==> src/verilog/tcc_pkg.sv <==
/*
  constants shared by the compare/capture unit: byte offsets on the
  internal cpu bus, bit positions of control and status fields, reset
  values and the timer phase encoding.
  assumes an 8-bit address, 8-bit data internal bus with one-cycle strobes.
*/
package tcc_pkg;

  localparam logic [7:0] OFS_CAP2_HI  = 8'h0f; // capture2_high_byte
  localparam logic [7:0] OFS_CAP2_LO  = 8'h10; // capture2_low_byte
  localparam logic [7:0] OFS_CONTROL  = 8'h11; // timer control register
  localparam logic [7:0] OFS_STATUS   = 8'h12; // timer status register
  localparam logic [7:0] OFS_CAP1_HI  = 8'h13; // capture1_high_byte
  localparam logic [7:0] OFS_CAP1_LO  = 8'h14; // capture1_low_byte
  localparam logic [7:0] OFS_CMP1_HI  = 8'h15; // compare1_high_byte
  localparam logic [7:0] OFS_CMP1_LO  = 8'h16; // compare1_low_byte
  localparam logic [7:0] OFS_CMP2_HI  = 8'h17; // compare2_high_byte
  localparam logic [7:0] OFS_CMP2_LO  = 8'h18; // compare2_low_byte

  // bit positions: bits 7 to 4 shared by control (enables) and status (flags), the rest control only
  localparam int BIT_CAP1     = 7;
  localparam int BIT_CAP2     = 6;
  localparam int BIT_CMP1     = 5;
  localparam int BIT_CMP2     = 4;
  localparam int BIT_OVF_IE   = 3;
  localparam int BIT_CAP2_EDG = 1;
  localparam int BIT_CAP1_EDG = 0;

  localparam logic [15:0] COUNT_RESET   = 16'hfffc; // counter after reset
  localparam logic [7:0]  CONTROL_RESET = 8'h00;    // enables after reset
  localparam logic [7:0]  READ_IDLE     = 8'h00;    // unmapped read value
  localparam logic [1:0]  PHASE_RESET   = 2'h0;     // prescaler after reset

  // prescaler phases of one counter count
  typedef enum logic [1:0] {
    TCC_T00 = 2'b00,
    TCC_T01 = 2'b01,
    TCC_T10 = 2'b10,
    TCC_T11 = 2'b11
  } tcc_phase_t;

endpackage : tcc_pkg

==> src/verilog/tcc_cap_chan.sv <==
/*
  one capture input: three-stage pin synchroniser, edge qualifier and
  a counter pipeline aligned with the synchroniser.
  assumes the pin is asynchronous to ref_clk and the counter is on ref_clk.
*/
`timescale 1ns/1ps
module tcc_cap_chan
  import tcc_pkg::*;
#(
  parameter int CW = 16                    // counter width
) (
  input  wire logic          ref_clk,      // bus clock
  input  wire logic          arst_n,       // async reset, active low
  input  wire logic          cap_pin,      // raw capture pin
  input  wire logic          edge_select,  // 1 rising, 0 falling
  input  wire logic [CW-1:0] count,        // free-running counter
  output logic               cap_event,    // one-cycle qualifying edge
  output logic [CW-1:0]      cap_value     // value to transfer
);

  logic [2:0]    sync_q, sync_d;           // pin synchroniser stages
  logic          level_q, level_d;         // accepted pin level
  logic [CW-1:0] cnt1_q, cnt1_d;           // counter beside stage one
  logic [CW-1:0] cnt2_q, cnt2_d;           // counter beside stage two
  logic [CW-1:0] cnt3_q, cnt3_d;           // counter beside stage three
  logic          change;                   // stages two and three agree on a new level

  // next values: shift the pin and its time stamp together
  always_comb begin
    sync_d  = {sync_q[1:0], cap_pin};
    cnt1_d  = count;
    cnt2_d  = cnt1_q;
    cnt3_d  = cnt2_q;
    change  = (sync_q[1] == sync_q[2]) && (sync_q[2] != level_q);
    level_d = change ? sync_q[2] : level_q;
  end

  // registers
  always_ff @(posedge ref_clk or negedge arst_n) begin
    if (!arst_n) begin
      sync_q  <= 3'h0;
      level_q <= 1'b0;
      cnt1_q  <= '0;
      cnt2_q  <= '0;
      cnt3_q  <= '0;
    end else begin
      sync_q  <= sync_d;
      level_q <= level_d;
      cnt1_q  <= cnt1_d;
      cnt2_q  <= cnt2_d;
      cnt3_q  <= cnt3_d;
    end
  end

  // qualify the direction of the accepted change
  assign cap_event = change && (sync_q[2] == edge_select);
  // stamp taken at the same edge that sampled the pin, plus one
  assign cap_value = cnt3_q + {{(CW-1){1'b0}}, 1'b1};

endmodule : tcc_cap_chan

==> src/verilog/tcc_unit.sv <==
/*
  timer compare/capture unit: 16-bit free-running counter behind a
  divide-by-four prescaler, two compare channels, two capture channels,
  control and status registers on the internal cpu bus, one irq output.
  assumes single-cycle read and write strobes that never coincide, and
  capture pins asynchronous to ref_clk.
*/
`timescale 1ns/1ps
module tcc_unit
  import tcc_pkg::*;
#(
  parameter int CW = 16                   // counter and register width
) (
  input  wire logic          ref_clk,     // internal bus clock
  input  wire logic          arst_n,      // async reset, active low
  input  wire logic [7:0]    bus_addr,    // byte address
  input  wire logic [7:0]    bus_wdata,   // write data
  input  wire logic          bus_wr,      // write strobe
  input  wire logic          bus_rd,      // read strobe
  output logic [7:0]         bus_rdata,   // read data, next cycle
  input  wire logic          cap1_pin,    // capture 1 input pin
  input  wire logic          cap2_pin,    // capture 2 input pin
  output logic [CW-1:0]      count_value, // free-running counter
  output logic               timer_irq    // timer interrupt request
);

  // ---------------------------------------------------------------
  // declarations
  // ---------------------------------------------------------------
  tcc_phase_t    phase_q, phase_d;        // prescaler phase
  logic [CW-1:0] count_q, count_d;        // free-running counter

  logic [7:0]    control_q, control_d;    // enables and edge selects
  logic [7:0]    rdata_q, rdata_d;        // read data register

  logic [CW-1:0] cmp_q [2];               // compare registers, no reset
  logic [CW-1:0] cmp_d [2];               // compare next values
  logic [1:0]    cmp_inhib_q, cmp_inhib_d;// compare stopped after high write
  logic [1:0]    cmp_hit_q, cmp_hit_d;    // match seen in t01
  logic [1:0]    cmp_flag_q, cmp_flag_d;  // compare match flags
  logic [1:0]    cmp_arm_q, cmp_arm_d;    // status read with flag set

  logic [CW-1:0] cap_q [2];               // capture registers, no reset
  logic [CW-1:0] cap_d [2];               // capture next values
  logic [1:0]    cap_inhib_q, cap_inhib_d;// transfer blocked after high read
  logic [1:0]    cap_flag_q, cap_flag_d;  // capture flags
  logic [1:0]    cap_arm_q, cap_arm_d;    // status read with flag set

  logic [1:0]    cap_event;               // qualified edges
  logic [CW-1:0] cap_value [2];           // stamps from the channels
  logic [1:0]    cap_edge_sel;            // edge selects per channel
  logic [1:0]    cap_pins;                // pins per channel

  logic          wr_hit [2][2];           // compare byte writes [ch][hi=1]
  logic [1:0]    cmp_lo_acc;              // compare low byte accessed
  logic [1:0]    cap_hi_rd;               // capture high byte read
  logic [1:0]    cap_lo_acc;              // capture low byte accessed
  logic          status_rd;               // status register read
  logic [7:0]    status_val;              // status register image

  // decode one address against a strobe
  function automatic logic hit(input logic [7:0] a, input logic [7:0] ofs, input logic s);
    hit = s && (a == ofs);
  endfunction : hit

  // ---------------------------------------------------------------
  // bus decode
  // ---------------------------------------------------------------
  always_comb begin
    wr_hit[0][1]  = hit(bus_addr, OFS_CMP1_HI, bus_wr);
    wr_hit[0][0]  = hit(bus_addr, OFS_CMP1_LO, bus_wr);
    wr_hit[1][1]  = hit(bus_addr, OFS_CMP2_HI, bus_wr);
    wr_hit[1][0]  = hit(bus_addr, OFS_CMP2_LO, bus_wr);
    // low byte accesses, read or write, complete a flag clear
    cmp_lo_acc[0] = hit(bus_addr, OFS_CMP1_LO, bus_wr | bus_rd);
    cmp_lo_acc[1] = hit(bus_addr, OFS_CMP2_LO, bus_wr | bus_rd);
    cap_hi_rd[0]  = hit(bus_addr, OFS_CAP1_HI, bus_rd);
    cap_hi_rd[1]  = hit(bus_addr, OFS_CAP2_HI, bus_rd);
    cap_lo_acc[0] = hit(bus_addr, OFS_CAP1_LO, bus_wr | bus_rd);
    cap_lo_acc[1] = hit(bus_addr, OFS_CAP2_LO, bus_wr | bus_rd);
    status_rd     = hit(bus_addr, OFS_STATUS, bus_rd);
  end

  // status image: flags at their bit positions, other bits zero
  always_comb begin
    status_val           = 8'h00;
    status_val[BIT_CAP1] = cap_flag_q[0];
    status_val[BIT_CAP2] = cap_flag_q[1];
    status_val[BIT_CMP1] = cmp_flag_q[0];
    status_val[BIT_CMP2] = cmp_flag_q[1];
  end

  // ---------------------------------------------------------------
  // prescaler and counter
  // ---------------------------------------------------------------
  // next values: four phases per count, counter steps after t11
  always_comb begin
    count_d = count_q;
    unique case (phase_q)
      TCC_T00: phase_d = TCC_T01;
      TCC_T01: phase_d = TCC_T10;
      TCC_T10: phase_d = TCC_T11;
      TCC_T11: begin
        phase_d = TCC_T00;
        count_d = count_q + {{(CW-1){1'b0}}, 1'b1};
      end
    endcase
  end

  // registers
  always_ff @(posedge ref_clk or negedge arst_n) begin
    if (!arst_n) begin
      phase_q <= TCC_T00;
      count_q <= COUNT_RESET;
    end else begin
      phase_q <= phase_d;
      count_q <= count_d;
    end
  end

  assign count_value = count_q;

  // ---------------------------------------------------------------
  // control register
  // ---------------------------------------------------------------
  // next value: plain write
  always_comb begin
    control_d = control_q;
    if (hit(bus_addr, OFS_CONTROL, bus_wr)) begin
      control_d = bus_wdata;
    end
  end

  // registers
  always_ff @(posedge ref_clk or negedge arst_n) begin
    if (!arst_n) begin
      control_q <= CONTROL_RESET;
    end else begin
      control_q <= control_d;
    end
  end

  // ---------------------------------------------------------------
  // compare registers: no reset, only software writes them
  // ---------------------------------------------------------------
  // next values: each byte written on its own
  always_comb begin
    for (int c = 0; c < 2; c++) begin
      cmp_d[c] = cmp_q[c];
      if (wr_hit[c][1]) begin
        cmp_d[c][15:8] = bus_wdata;
      end
      if (wr_hit[c][0]) begin
        cmp_d[c][7:0] = bus_wdata;
      end
    end
  end

  // storage without reset, contents undefined at power up
  always_ff @(posedge ref_clk) begin
    cmp_q <= cmp_d;
  end

  // ---------------------------------------------------------------
  // compare inhibit, match detect and flags
  // ---------------------------------------------------------------
  // next values per channel
  always_comb begin
    for (int c = 0; c < 2; c++) begin
      // high write stops comparing, low write restarts it
      cmp_inhib_d[c] = cmp_inhib_q[c];
      if (wr_hit[c][1]) begin
        cmp_inhib_d[c] = 1'b1;
      end else if (wr_hit[c][0]) begin
        cmp_inhib_d[c] = 1'b0;
      end
      // equality sampled only in t01
      cmp_hit_d[c] = cmp_hit_q[c];
      if (phase_q == TCC_T01) begin
        cmp_hit_d[c] = !cmp_inhib_q[c] && (cmp_q[c] == count_q);
      end else if (phase_q == TCC_T11) begin
        cmp_hit_d[c] = 1'b0;
      end
      // arm on status read with flag set
      cmp_arm_d[c] = cmp_arm_q[c];
      if (status_rd && cmp_flag_q[c]) begin
        cmp_arm_d[c] = 1'b1;
      end
      // clear on low byte access after arming
      cmp_flag_d[c] = cmp_flag_q[c];
      if (cmp_arm_q[c] && cmp_lo_acc[c]) begin
        cmp_flag_d[c] = 1'b0;
        cmp_arm_d[c]  = 1'b0;
      end
      // setting in t11 wins over a clear in the same cycle
      if (cmp_hit_q[c] && (phase_q == TCC_T11)) begin
        cmp_flag_d[c] = 1'b1;
      end
    end
  end

  // registers
  always_ff @(posedge ref_clk or negedge arst_n) begin
    if (!arst_n) begin
      cmp_inhib_q <= 2'h0;
      cmp_hit_q   <= 2'h0;
      cmp_flag_q  <= 2'h0;
      cmp_arm_q   <= 2'h0;
    end else begin
      cmp_inhib_q <= cmp_inhib_d;
      cmp_hit_q   <= cmp_hit_d;
      cmp_flag_q  <= cmp_flag_d;
      cmp_arm_q   <= cmp_arm_d;
    end
  end

  // ---------------------------------------------------------------
  // capture channels
  // ---------------------------------------------------------------
  assign cap_edge_sel = {control_q[BIT_CAP2_EDG], control_q[BIT_CAP1_EDG]};
  assign cap_pins     = {cap2_pin, cap1_pin};

  // one synchroniser and edge qualifier per pin
  for (genvar g = 0; g < 2; g++) begin : g_cap
    tcc_cap_chan #(
      .CW          (CW)
    ) u_chan (
      .ref_clk     (ref_clk),
      .arst_n      (arst_n),
      .cap_pin     (cap_pins[g]),
      .edge_select (cap_edge_sel[g]),
      .count       (count_q),
      .cap_event   (cap_event[g]),
      .cap_value   (cap_value[g])
    );
  end

  // next values: transfer, inhibit and flag per channel
  always_comb begin
    for (int c = 0; c < 2; c++) begin
      // every qualifying edge transfers unless a high read is pending
      cap_d[c] = cap_q[c];
      if (cap_event[c] && !cap_inhib_q[c]) begin
        cap_d[c] = cap_value[c];
      end
      // high read blocks, low read releases; low read alone never blocks
      cap_inhib_d[c] = cap_inhib_q[c];
      if (cap_hi_rd[c]) begin
        cap_inhib_d[c] = 1'b1;
      end else if (cap_lo_acc[c]) begin
        cap_inhib_d[c] = 1'b0;
      end
      // arm on status read with flag set
      cap_arm_d[c] = cap_arm_q[c];
      if (status_rd && cap_flag_q[c]) begin
        cap_arm_d[c] = 1'b1;
      end
      cap_flag_d[c] = cap_flag_q[c];
      if (cap_arm_q[c] && cap_lo_acc[c]) begin
        cap_flag_d[c] = 1'b0;
        cap_arm_d[c]  = 1'b0;
      end
      // edge wins over a clear in the same cycle
      if (cap_event[c]) begin
        cap_flag_d[c] = 1'b1;
      end
    end
  end

  // capture storage without reset, read only from the bus
  always_ff @(posedge ref_clk) begin
    cap_q <= cap_d;
  end

  // capture control registers
  always_ff @(posedge ref_clk or negedge arst_n) begin
    if (!arst_n) begin
      cap_inhib_q <= 2'h0;
      cap_flag_q  <= 2'h0;
      cap_arm_q   <= 2'h0;
    end else begin
      cap_inhib_q <= cap_inhib_d;
      cap_flag_q  <= cap_flag_d;
      cap_arm_q   <= cap_arm_d;
    end
  end

  // ---------------------------------------------------------------
  // read mux
  // ---------------------------------------------------------------
  // next value: sampled on the read strobe, held otherwise
  always_comb begin
    rdata_d = rdata_q;
    if (bus_rd) begin
      unique case (bus_addr)
        OFS_CAP2_HI: rdata_d = cap_q[1][15:8];
        OFS_CAP2_LO: rdata_d = cap_q[1][7:0];
        OFS_CONTROL: rdata_d = control_q;
        OFS_STATUS:  rdata_d = status_val;
        OFS_CAP1_HI: rdata_d = cap_q[0][15:8];
        OFS_CAP1_LO: rdata_d = cap_q[0][7:0];
        OFS_CMP1_HI: rdata_d = cmp_q[0][15:8];
        OFS_CMP1_LO: rdata_d = cmp_q[0][7:0];
        OFS_CMP2_HI: rdata_d = cmp_q[1][15:8];
        OFS_CMP2_LO: rdata_d = cmp_q[1][7:0];
        default:     rdata_d = READ_IDLE;      // unmapped reads zero
      endcase
    end
  end

  // registers
  always_ff @(posedge ref_clk or negedge arst_n) begin
    if (!arst_n) begin
      rdata_q <= READ_IDLE;
    end else begin
      rdata_q <= rdata_d;
    end
  end

  assign bus_rdata = rdata_q;

  // ---------------------------------------------------------------
  // interrupt request: any flag with its enable
  // ---------------------------------------------------------------
  assign timer_irq = (cmp_flag_q[0] && control_q[BIT_CMP1])
                   || (cmp_flag_q[1] && control_q[BIT_CMP2])
                   || (cap_flag_q[0] && control_q[BIT_CAP1])
                   || (cap_flag_q[1] && control_q[BIT_CAP2]);

endmodule : tcc_unit

==> config.mk <==
export PLATFORM = sky130hd
export DESIGN_NAME = tcc_unit
export DESIGN_NICKNAME = d
export VERILOG_FILES = /design/src/verilog/tcc_pkg.sv /design/src/verilog/tcc_cap_chan.sv /design/src/verilog/tcc_unit.sv
export SDC_FILE = /design/constraint.sdc
export NUM_CORES = 1
export LEC_CHECK = 0
export BUFFER_PORTS_ARGS = -buffer_cell sky130_fd_sc_hd__buf_2
export CORE_MARGIN = 10
export CORE_UTILIZATION = 40
export DETAILED_ROUTE_END_ITERATION = 16
export GPL_TIMING_DRIVEN = 1
export PLACE_DENSITY_LB_ADDON = 0.08
export SETUP_SLACK_MARGIN = 0.3
export SYNTH_ARGS = -nofsm -noshare
export SYNTH_HDL_FRONTEND = slang
export SYNTH_SLANG_ARGS = --single-unit
==> constraint.sdc <==
create_clock -name ref_clk -period 2.3 [get_ports ref_clk]
set_input_delay 0.23 -clock ref_clk [delete_from_list [all_inputs] [get_ports ref_clk]]
set_output_delay 0.23 -clock ref_clk [all_outputs]
set_load 0.02 [all_outputs]
==> impl_metrics.json, run 1 <==
{
  "ys_types": 60,
  "synthFlopType": "dfrtp_1",
  "grt_pass1_vias": 4606,
  "routedWlPerCell_microns": 23.5,
  "die_w_microns": 152,
  "endpoint_kind": "flip-flop",
  "grt_use_total_pct": 16.8,
  "utilization_pct": 47.4,
  "wl_met3_microns": 1030,
  "peakVddDrop_mv": 0.495,
  "drc": 0,
  "outcome": "finished clean",
  "wl_met2_microns": 8490,
  "rsz0062_at_grt": "false",
  "antenna_cells": 0,
  "leakagePower_uw": 0.00348,
  "p_clk_share_pct": 43.6,
  "p_seq_share_pct": 52.0,
  "p_per_area_nw_per_um2": 748,
  "place_ws_ns": 0.231,
  "startpoint": "phase_q[0]$_DFF_PN0_",
  "drt_iter0_markers": 368,
  "dieArea_sq_um": 23100,
  "synthTopCellsByArea": "dfrtp_1 (32%), edfxtp_1 (28%), dfstp_2 (5.3%), xor2_1 (5.3%), xnor2_1 (2.4%)",
  "std_cell_rows": 48,
  "grt_overflow": 0,
  "grt_max_degree": 53,
  "cts.path.max_buffers": 2,
  "drt-total-wl_microns": 19200,
  "syn_area_sq_um": 6970,
  "finalSetupViolCount": 0,
  "cp-start-kind": "flip-flop",
  "hold_ws_ns": 0.0901,
  "ys_warn_count": 0,
  "power_frac_comb_pct": 4.4,
  "period_minus_slack_ns": 1.82,
  "power_switching_uw": 1450,
  "initial_core_util_pct": 40.6,
  "r2r_cells": 6,
  "avgSynthCellArea_sq_um": 13.6,
  "vias": 4488,
  "min-delay-path-class": "input port to flip-flop",
  "cp_data_arrival_time_ns": 2.17,
  "drive_gt1_share_pct": 23.6,
  "drt-vias-per-instance": 5.49,
  "fin_ws_ns": 0.476,
  "core_sq_um": 17200,
  "synth_common_cells": "dfrtp_1 (90), edfxtp_1 (64), xor2_1 (42)",
  "internal-power_uw": 4650,
  "worst-setup-path-type": "flip-flop to flip-flop",
  "maxUsedRoutingLayer": "met4",
  "synth_edf_count": 64,
  "htree_levels": 4,
  "drv_slew": 0,
  "first_pass_iters": 5,
  "io_buffer_count": 46,
  "met1_length_microns": 9130,
  "yosysTopAreaCell": "dfrtp_1",
  "grt_pass1_wl_microns": 29600,
  "finalCritPeriodShare_pct": 79.3,
  "tns_ns": 0,
  "worst_slew_pin_slew_ns": 0.743,
  "regToRegSetupSlack_ns": 0.48,
  "ctsRootBufferMaster": "clkbuf_16",
  "slew_headroom_pct": 50.4,
  "io_pins": 47,
  "cap_violations": 0,
  "drtAntennaViolNets": 0,
  "fillCellCount": 1574,
  "hold_viol": 0,
  "r2r-end": "count_value[12]$_DFFE_PN1P_",
  "yosysSeqAreaShare_pct": 65.2,
  "clk_latency_ns": 0.43,
  "areaGrowthSynthToFinish_pct": 16.9,
  "antenna_found_initial": 0,
  "synthCells": 511,
  "die_y_microns": 152,
  "ys_async_sr_fraction_pct": 61.9,
  "yosysMostFrequentCell": "dfrtp_1",
  "syn-num-nets": 539,
  "p_sw_share_pct": 23.8,
  "crit_required_ns": 2.65,
  "place_congestion": 0.886,
  "synth_seq_cells": 168,
  "hpwl_microns": 14200,
  "layout.nets": 607,
  "crit_fanout": 5,
  "skew_ns": 0.00939,
  "clk_pin_slew_ns": 0.07,
  "worstReg2RegStart": "phase_q[0]$_DFF_PN0_",
  "cts_sinks": 168,
  "max_freq_ghz": 0.548,
  "endpoint": "count_value[12]$_DFFE_PN1P_",
  "numCtsBuffers": 17,
  "cts_tree": "built",
  "synth_top_area_share_pct": 32.3
}
==> flip-flops by register name, indices dropped and copies added (netlist names), 6 cells and up <==
| register | count |
|---|---|
| count_value | 16 |
| g_cap.u_chan.cnt3_q | 16 |
| bus_rdata | 8 |
| g_cap.u_chan.cnt2_q | 16 |
| g_cap.u_chan.sync_q | 6 |
| cmp_q | 32 |
| control_q | 8 |
| g_cap.u_chan.cnt1_q | 16 |
| cap_q | 32 |
==> layout by cell type (no fill, tap or decap), types with 14 or more instances in the layout <==
cell | synthesis | final
dfrtp_1 | 90 | 90
edfxtp_1 | 64 | 64
buf_2 | 7 | 45
xor2_1 | 42 | 42
nand3_1 | 26 | 26
nand2_1 | 25 | 25
buf_4 | 1 | 22
xnor2_1 | 19 | 19
nor2_1 | 18 | 17
clkbuf_16 | 0 | 17
dfstp_2 | 14 | 14
==> critical path: stages (launching register included) <==
cell,delay (ns)
dfrtp_1,0.38
ha_1,0.33
buf_4,0.20
nand3_1,0.08
nor2_1,0.35
and3_1,0.23
xor2_1,0.17
==> cells by family (layout without fill, tap and decap cells) <==
group | Yosys count | count (layout) | share of synthesized area, %
flip-flops | 168 | 168 | 65.2
adder cells (fa/ha/maj) | 8 | 8 | 1.36
multiplexers | 25 | 25 | 3.81
AND/OR/NAND/NOR | 147 | 147 | 12.1
AO/OA/AOI/OAI | 70 | 70 | 7.95
buffers and inverters | 32 | 113 | 1.90
XOR/XNOR | 61 | 61 | 7.67
==> routing by layer <==
layer  vias up  global-route usage, %
met4         0                   6.69
li1       2032                      -
met2       174                   24.5
met5         -                      0
met3        38                   4.09
met1      2244                   23.3
==> repair_timing <==
action	4_1_cts	5_1_grt
hold endpoints to repair	23	0
hold buffers	3	0
setup endpoints to repair	0	3
buffers inserted	0	0
gates resized for setup	0	2
==> power by group through the flow <==
stage / clock network (uW) / registers, uW / logic, uW
global route: 2850 / 3170 / 291
finish: 2660 / 3170 / 266
CTS: 2710 / 3170 / 269
floorplan: 0 / 3220 / 123
detailed placement: 0 / 3230 / 264
global placement: 0 / 3230 / 264
==> how the worst min path moves through the flow <==
stage          slack (ns)                             endpoint          from  depth (start not counted)
2_1_floorplan       -0.07             bus_rdata[0]$_DFFE_PN0P_        arst_n                          0
3_3_place_gp         0.13  g_cap[1].u_chan.cnt3_q[0]$_DFF_PN0_        arst_n                          1
3_5_place_dp         0.14  g_cap[1].u_chan.cnt2_q[0]$_DFF_PN0_        arst_n                          1
4_1_cts              0.09                  cmp_q[16]$_DFFE_PP_  bus_wdata[0]                          1
5_1_grt              0.09                  cmp_q[16]$_DFFE_PP_  bus_wdata[0]                          1
6_report             0.09                  cmp_q[13]$_DFFE_PP_  bus_wdata[5]                          1
==> final cells by class <==
cell class                      count  area, sq um  share of cell area [%]
Inverter                           10         37.5                   0.461
Multi-Input combinational cell    311         2300                    28.3
Clock inverter                     14          113                    1.38
Clock buffer                       18          429                    5.27
Tap cell                          225          282                    3.46
Sequential cell                   168         4540                    55.8
Timing Repair Buffer               71          440                    5.41
==> per-stage QoR <==
step / instances / total power [uW] / instance area (sq um)
after detailed placement: 782 / 3490 / 7570
after global placement: 782 / 3490 / 7570
after floorplan: 511 / 3340 / 6970
after CTS: 817 / 6150 / 8140
final: 817 / 6100 / 8150
after global routing: 817 / 6310 / 8150
Power figures use the tool's default switching activity.
==> run 2: changes to the inputs <==
--- a/config.mk
+++ b/config.mk
@@ -5,6 +5,7 @@
 export SDC_FILE = /design/constraint.sdc
 export NUM_CORES = 1
 export LEC_CHECK = 0
+export ABC_AREA = 1
 export BUFFER_PORTS_ARGS = -buffer_cell sky130_fd_sc_hd__buf_2
 export CORE_MARGIN = 10
 export CORE_UTILIZATION = 40
==> constraint.sdc (replaced) <==
create_clock -name ref_clk -period 1.8 [get_ports ref_clk]
set_input_delay 0.18 -clock ref_clk [delete_from_list [all_inputs] [get_ports ref_clk]]
set_output_delay 0.18 -clock ref_clk [all_outputs]
set_load 0.02 [all_outputs]
==> impl_metrics.json, run 2 <==
{
  "min-delay-path-class": "input port to flip-flop",
  "grt_pass1_vias": 5009,
  "cts_sinks": 168,
  "crit_buf_inv": 2,
  "placedCellCount": 972,
  "clk_latency_ns": 0.43,
  "drt-total-wl_microns": 18800,
  "synth_common_cells": "nand2_1 (164), dfrtp_1 (90), nand3_1 (80)",
  "yosysSeqAreaShare_pct": 62.4,
  "slew_headroom_pct": 66.8,
  "synth_seq_cells": 168,
  "leakagePower_uw": 0.00415,
  "endpoint_kind": "output port",
  "synth_top_area_share_pct": 30.9,
  "crit_family": "flip-flops",
  "cts.path.max_buffers": 2,
  "avgSynthCellArea_sq_um": 10.5,
  "first_pass_iters": 5,
  "skew_ns": 0.00811,
  "cap_violations": 0,
  "ys_types": 38,
  "mostFrequentLayoutCells": "nand2_1 (164), dfrtp_1 (89), nand3_1 (75), nor2_1 (64), edfxtp_1 (64)",
  "worstHoldStart": "bus_wdata[5]",
  "peakVddDrop_mv": 0.729,
  "htree_levels": 4,
  "worst_slew_pin_slew_ns": 0.497,
  "antenna_found_initial": 0,
  "clk_pin_slew_ns": 0.07,
  "worstReg2RegStart": "count_value[2]$_DFFE_PN1P_",
  "grt_pass1_wl_microns": 29600,
  "fillCellCount": 1644,
  "core_sq_um": 18000,
  "ys_async_sr_fraction_pct": 61.9,
  "crit_fanout": 4,
  "grt_overflow": 0,
  "cts_tree": "built",
  "layout.nets": 814,
  "yosysMostFrequentCell": "nand2_1",
  "vias": 5002,
  "synthFlopType": "dfrtp_1",
  "drt_iter0_markers": 366,
  "top_regs": "cap_q: 32 flops, cmp_q: 32 flops",
  "syn-num-nets": 719,
  "drt-vias-per-instance": 4.87,
  "initial_core_util_pct": 40.5,
  "dieArea_sq_um": 24000,
  "place_congestion": 0.936,
  "tns_ns": 0,
  "ctsRootBufferMaster": "clkbuf_16",
  "crit_required_ns": 1.62,
  "place_ws_ns": 0.164,
  "hold_ws_ns": 0.0303,
  "r2r-end": "count_value[15]$_DFFE_PN1P_",
  "synth_edf_count": 64,
  "fin_ws_ns": 0.315,
  "ys_warn_count": 0,
  "cp_data_arrival_time_ns": 1.31,
  "routedWlPerCell_microns": 18.3,
  "synthCells": 691,
  "rsz0062_at_grt": "true",
  "max_stage_delay_ns": 0.59,
  "yosysTopAreaCell": "dfrtp_1",
  "cp-start-kind": "flip-flop",
  "drtAntennaViolNets": 0,
  "hold_viol": 0,
  "holdPathStages": 1,
  "worst-setup-path-type": "flip-flop to output port",
  "multi_input_area_sq_um": 2520,
  "outcome": "finished clean",
  "drive_gt1_share_pct": 24.7,
  "regToRegSetupSlack_ns": 0.32,
  "die_y_microns": 155,
  "grt_max_degree": 39,
  "r2r_cells": 8,
  "finalSetupViolCount": 0,
  "finalCritPeriodShare_pct": 82.5,
  "max_freq_ghz": 0.673,
  "final_cells": 1028,
  "final_common_cell": "nand2_1",
  "path_cells": "buf_4 -> buf_2",
  "io_pins": 47,
  "holdPathEnd": "cmp_q[29]$_DFFE_PP_",
  "cp_slowest_cell": "dfstp_2",
  "drc": 0,
  "syn_area_sq_um": 7280,
  "synthTopCellsByArea": "dfrtp_1 (31%), edfxtp_1 (26%), nand2_1 (8.5%), nand3_1 (5.5%), dfstp_2 (5.1%)",
  "p_per_area_nw_per_um2": 911,
  "numCtsBuffers": 17,
  "hpwl_microns": 14200,
  "io_buffer_count": 46,
  "grt_use_total_pct": 16.0,
  "register_area_sq_um": 4540,
  "die_w_microns": 155,
  "areaGrowthSynthToFinish_pct": 20.4,
  "period_minus_slack_ns": 1.49,
  "antenna_cells": 0,
  "drv_slew": 0,
  "std_cell_rows": 49
}
## run 2: cell count changes in the layout (fill, tap and decap cells not counted), moves of 9 or more
cell	change
a22o_1	-12
and3_1	-11
buf_4	+13
inv_1	+47
inv_2	+9
mux2_2	-12
mux2i_1	-13
nand2_1	+139
nand3_1	+49
nor2_1	+47
nor2_2	+9
nor2b_1	-9
xor2_1	-19
## run 2: worst max-delay path by stage
stage / slack, ns / to / start / cells past startpoint
2_1_floorplan: 0.30 / cap_q[16]$_DFFE_PP_ / g_cap[0].u_chan.sync_q[2]$_DFF_PN0_ / 5
3_3_place_gp: 0.16 / cmp_q[19]$_DFFE_PP_ / bus_addr[5] / 7
3_5_place_dp: 0.16 / cmp_q[19]$_DFFE_PP_ / bus_addr[5] / 7
4_1_cts: 0.29 / cap_q[29]$_DFFE_PP_ / g_cap[1].u_chan.cnt3_q[2]$_DFF_PN0_ / 6
5_1_grt: 0.22 / cap_q[29]$_DFFE_PP_ / g_cap[1].u_chan.cnt3_q[3]$_DFF_PN0_ / 6
6_report: 0.31 / count_value[2] / count_value[2]$_DFFE_PN1P_ / 2
## run 2: cell families after synthesis
group	synth area share (%)
AOI/OAI and AO/OA	2.30
xor gates and xnor gates	4.93
adders and majority gates	1.03
buffers and inverters	4.62
DFF	62.4
muxes	1.24
and+or+nand+nor	23.5
## run 2: what timing repair did
action,4_1_cts,5_1_grt
endpoints found under the hold margin,25,0
pin swaps,2,8
cloned,0,0
buffers inserted,13,7
endpoints found under the setup margin,10,21
hold buffers,4,0
gates resized for setup,4,22
## run 2: power by group
part / internal [uW] / switching, uW / total (uW)
combinational: 99.8 / 224 / 323
sequential: 4040 / 38.5 / 4080
clock: 2010 / 1570 / 3580
## run 2: cell type report
type,count,area share [%]
Multi-Input combinational cell,446,28.7
Clock buffer,18,5.13
Inverter,66,2.82
Clock inverter,14,1.48
Timing Repair Buffer,87,6.78
Sequential cell,168,51.8
Tap cell,229,3.27
## run 2: routing by layer
layer  GRT usage (%)  share of wire [%]  up-vias
li1                -                  -     2445
met1            22.0                 47     2400
met2            24.8                 47      135
met3            3.58                4.5       22
met4            5.17                1.7        0
met5               0                  0        -
## run 2: worst reg2reg max path, cell delays in order (launching register included)
cell and delay, ns:
dfstp_2 0.59, nand3_4 0.10, nor3_4 0.27, nand3b_4 0.14, nor2_4 0.13, nand2_1 0.06, nand2_1 0.05, nand2_1 0.05
inv_1 0.05
## run 2: through the flow
stage | utilization (%) | power [uW] | area, sq um
after floorplan | - | 4300 | 7290
after global placement | 43.8 | 4470 | 7870
after detailed placement | 43.8 | 4480 | 7870
after CTS | 48.0 | 8060 | 8620
after global routing | 48.8 | 8270 | 8770
final | 48.8 | 7990 | 8770
==> run 3: changes to the inputs <==
==> constraint.sdc (replaced) <==
create_clock -name ref_clk -period 1.2 [get_ports ref_clk]
set_input_delay 0.12 -clock ref_clk [delete_from_list [all_inputs] [get_ports ref_clk]]
set_output_delay 0.12 -clock ref_clk [all_outputs]
set_load 0.02 [all_outputs]
==> impl_metrics.json, run 3 (synthesis gave the netlist of run 2 again) <==
{
  "finalCritPeriodShare_pct": 123,
  "drc": 0,
  "initial_core_util_pct": 40.5,
  "hold_ws_ns": 0.118,
  "cts_sinks": 168,
  "cp_data_arrival_time_ns": 1.64,
  "top_regs": "cap_q: 32 flops, cmp_q: 32 flops",
  "clk_pin_slew_ns": 0.07,
  "power_switching_uw": 2810,
  "first_pass_iters": 6,
  "worstReg2RegStart": "g_cap[1].u_chan.cnt3_q[1]$_DFF_PN0_",
  "cp-start-kind": "flip-flop",
  "routedWlPerCell_microns": 18.7,
  "die_w_microns": 155,
  "slew_headroom_pct": 64.9,
  "cp_slowest_cell": "dfrtp_1",
  "finalSetupViolCount": 86,
  "grt_pass1_vias": 5827,
  "path_cells": "nand3_2 -> nor2_4 -> nand3b_1 -> nor2_2 -> nand3_1 -> xnor2_1",
  "p_per_area_nw_per_um2": 1100,
  "placed_area_sq_um": 8970,
  "place_congestion": 0.855,
  "drt-vias-per-instance": 4.89,
  "internal-power_uw": 9510,
  "drt-total-wl_microns": 22000,
  "grt_pass1_wl_microns": 32800,
  "drive_gt1_share_pct": 46.9,
  "io_buffer_count": 46,
  "layout.nets": 961,
  "max_stage_delay_ns": 0.38,
  "worstHoldStart": "bus_rd",
  "cts_tree": "built",
  "endpoint_kind": "flip-flop",
  "htree_levels": 4,
  "cap_violations": 0,
  "antenna_found_initial": 0,
  "crit_fanout": 3,
  "violations": "setup timing",
  "drt_iter0_markers": 365,
  "period_minus_slack_ns": 1.47,
  "mostFrequentLayoutCells": "nand2_1 (131), buf_4 (108), dfrtp_1 (85), buf_6 (82), edfxtp_1 (64)",
  "areaGrowthSynthToFinish_pct": 53.1,
  "rsz0062_at_grt": "true",
  "grt_overflow": 0,
  "clk_latency_ns": 0.43,
  "fin_ws_ns": -0.273,
  "antenna_cells": 0,
  "grt_use_total_pct": 18.2,
  "final_common_cell": "nand2_1",
  "skew_ns": 0.00831,
  "grt_max_degree": 33,
  "p_clk_share_pct": 44.1,
  "std_cell_rows": 49,
  "peakVddDrop_mv": 0.935,
  "drv_slew": 0,
  "crit_required_ns": 1.37,
  "io_pins": 47,
  "dieArea_sq_um": 24000,
  "design_area_sq_um": 11200,
  "cts.path.max_buffers": 2,
  "die_y_microns": 155,
  "vias": 5750,
  "drtAntennaViolNets": 0,
  "p_seq_share_pct": 49.8,
  "min-delay-path-class": "input port to flip-flop",
  "startpoint": "g_cap[1].u_chan.cnt3_q[1]$_DFF_PN0_",
  "outcome": "complete, but fails checks",
  "ctsRootBufferMaster": "clkbuf_16",
  "worst-setup-path-type": "flip-flop to flip-flop",
  "worst_slew_pin_slew_ns": 0.527,
  "hpwl_microns": 16000,
  "leakagePower_uw": 0.00529,
  "core_sq_um": 18000,
  "numCtsBuffers": 17,
  "power_frac_comb_pct": 6.2,
  "p_sw_share_pct": 22.8,
  "max_freq_ghz": 0.679,
  "hold_viol": 0
}
[run 3: changes by cell type in the layout (fill, tap and decap cells not counted), moves of 7 or more]
cell	before	now
buf_6	1	82
buf_4	35	108
nand2_1	164	131
buf_2	44	15
nand3_1	75	50
nand2_2	1	25
nand3_2	6	29
nor2_1	64	45
nor2_4	8	25
buf_12	3	15
inv_1	57	46
nand2_4	3	11
dlygate4sd3_1	4	11
inv_2	9	16
[run 3: final cells by class]
cell class / instances / area, sq um
clock inverters: 11 / 106
well taps: 229 / 287
inverters: 66 / 293
repair buffers: 233 / 2260
clock buffers: 21 / 482
multi-input cells: 447 / 3180
fillers: 1426 / 6810
flip-flops and latches: 168 / 4550
[run 3: critical path, delay by kind of cell (launching register included)]
family                    cells  cell delay, ns
xor gates and xnor gates      1            0.16
DFF                           1            0.38
and+or+nand+nor               5            0.69
[run 3: worst paths after layout]
kind	end	slack, ns	cells after the start
worst min-delay path	bus_rdata[6]$_DFFE_PN0P_	0.12	4
worst max register to register	cap_q[13]$_DFFE_PP_	-0.27	6
max in group asynchronous	control_q[0]$_DFFE_PN0P_	0.39	3
worst max-delay path	cap_q[13]$_DFFE_PP_	-0.27	6
worst min register to register	g_cap[0].u_chan.sync_q[1]$_DFF_PN0_	0.35	0
min in group asynchronous	g_cap[1].u_chan.cnt1_q[14]$_DFF_PN0_	0.21	2
[run 3: what timing repair did]
action                                  CTS  global route
pin swaps                                37            53
endpoints found under the setup margin  157           162
hold buffers                             10             1
endpoints found under the hold margin    47             4
gates resized for setup                 152            76
gates cloned                              0             2
buffers inserted                         40            31
[run 3: stage by stage]
| stage | instances | worst slack, ns | util (%) | setup TNS [ns] | total power [uW] |
|---|---|---|---|---|---|
| after global placement | 1059 | -0.347 | 49.9 | -20.04 | 6860 |
| after detailed placement | 1059 | -0.351 | 49.9 | -21.71 | 6870 |
| final | 1175 | -0.273 | 62.1 | -12.88 | 12300 |
| after floorplan | 691 | -0.246 | - | -6.86 | 6500 |
| after CTS | 1141 | -0.250 | 58.9 | -12.88 | 12300 |
| after global routing | 1175 | -0.345 | 62.1 | -18.52 | 12800 |
[run 3: routing by layer]
layer	up-vias	global-route usage, %	wire [microns]
li1	2752	-	-
met1	2810	23.5	9550
met2	148	29.1	10700
met3	40	4.19	1090
met4	0	6.66	646
met5	-	0	0
[run 3: power by group through the flow]
stage	clock (uW)	sequential [uW]	combinational, uW
4_1_cts	5510	6120	703
3_5_place_dp	0	6230	633
2_1_floorplan	0	6220	282
5_1_grt	5820	6130	820
6_report	5430	6130	760
3_3_place_gp	0	6230	627
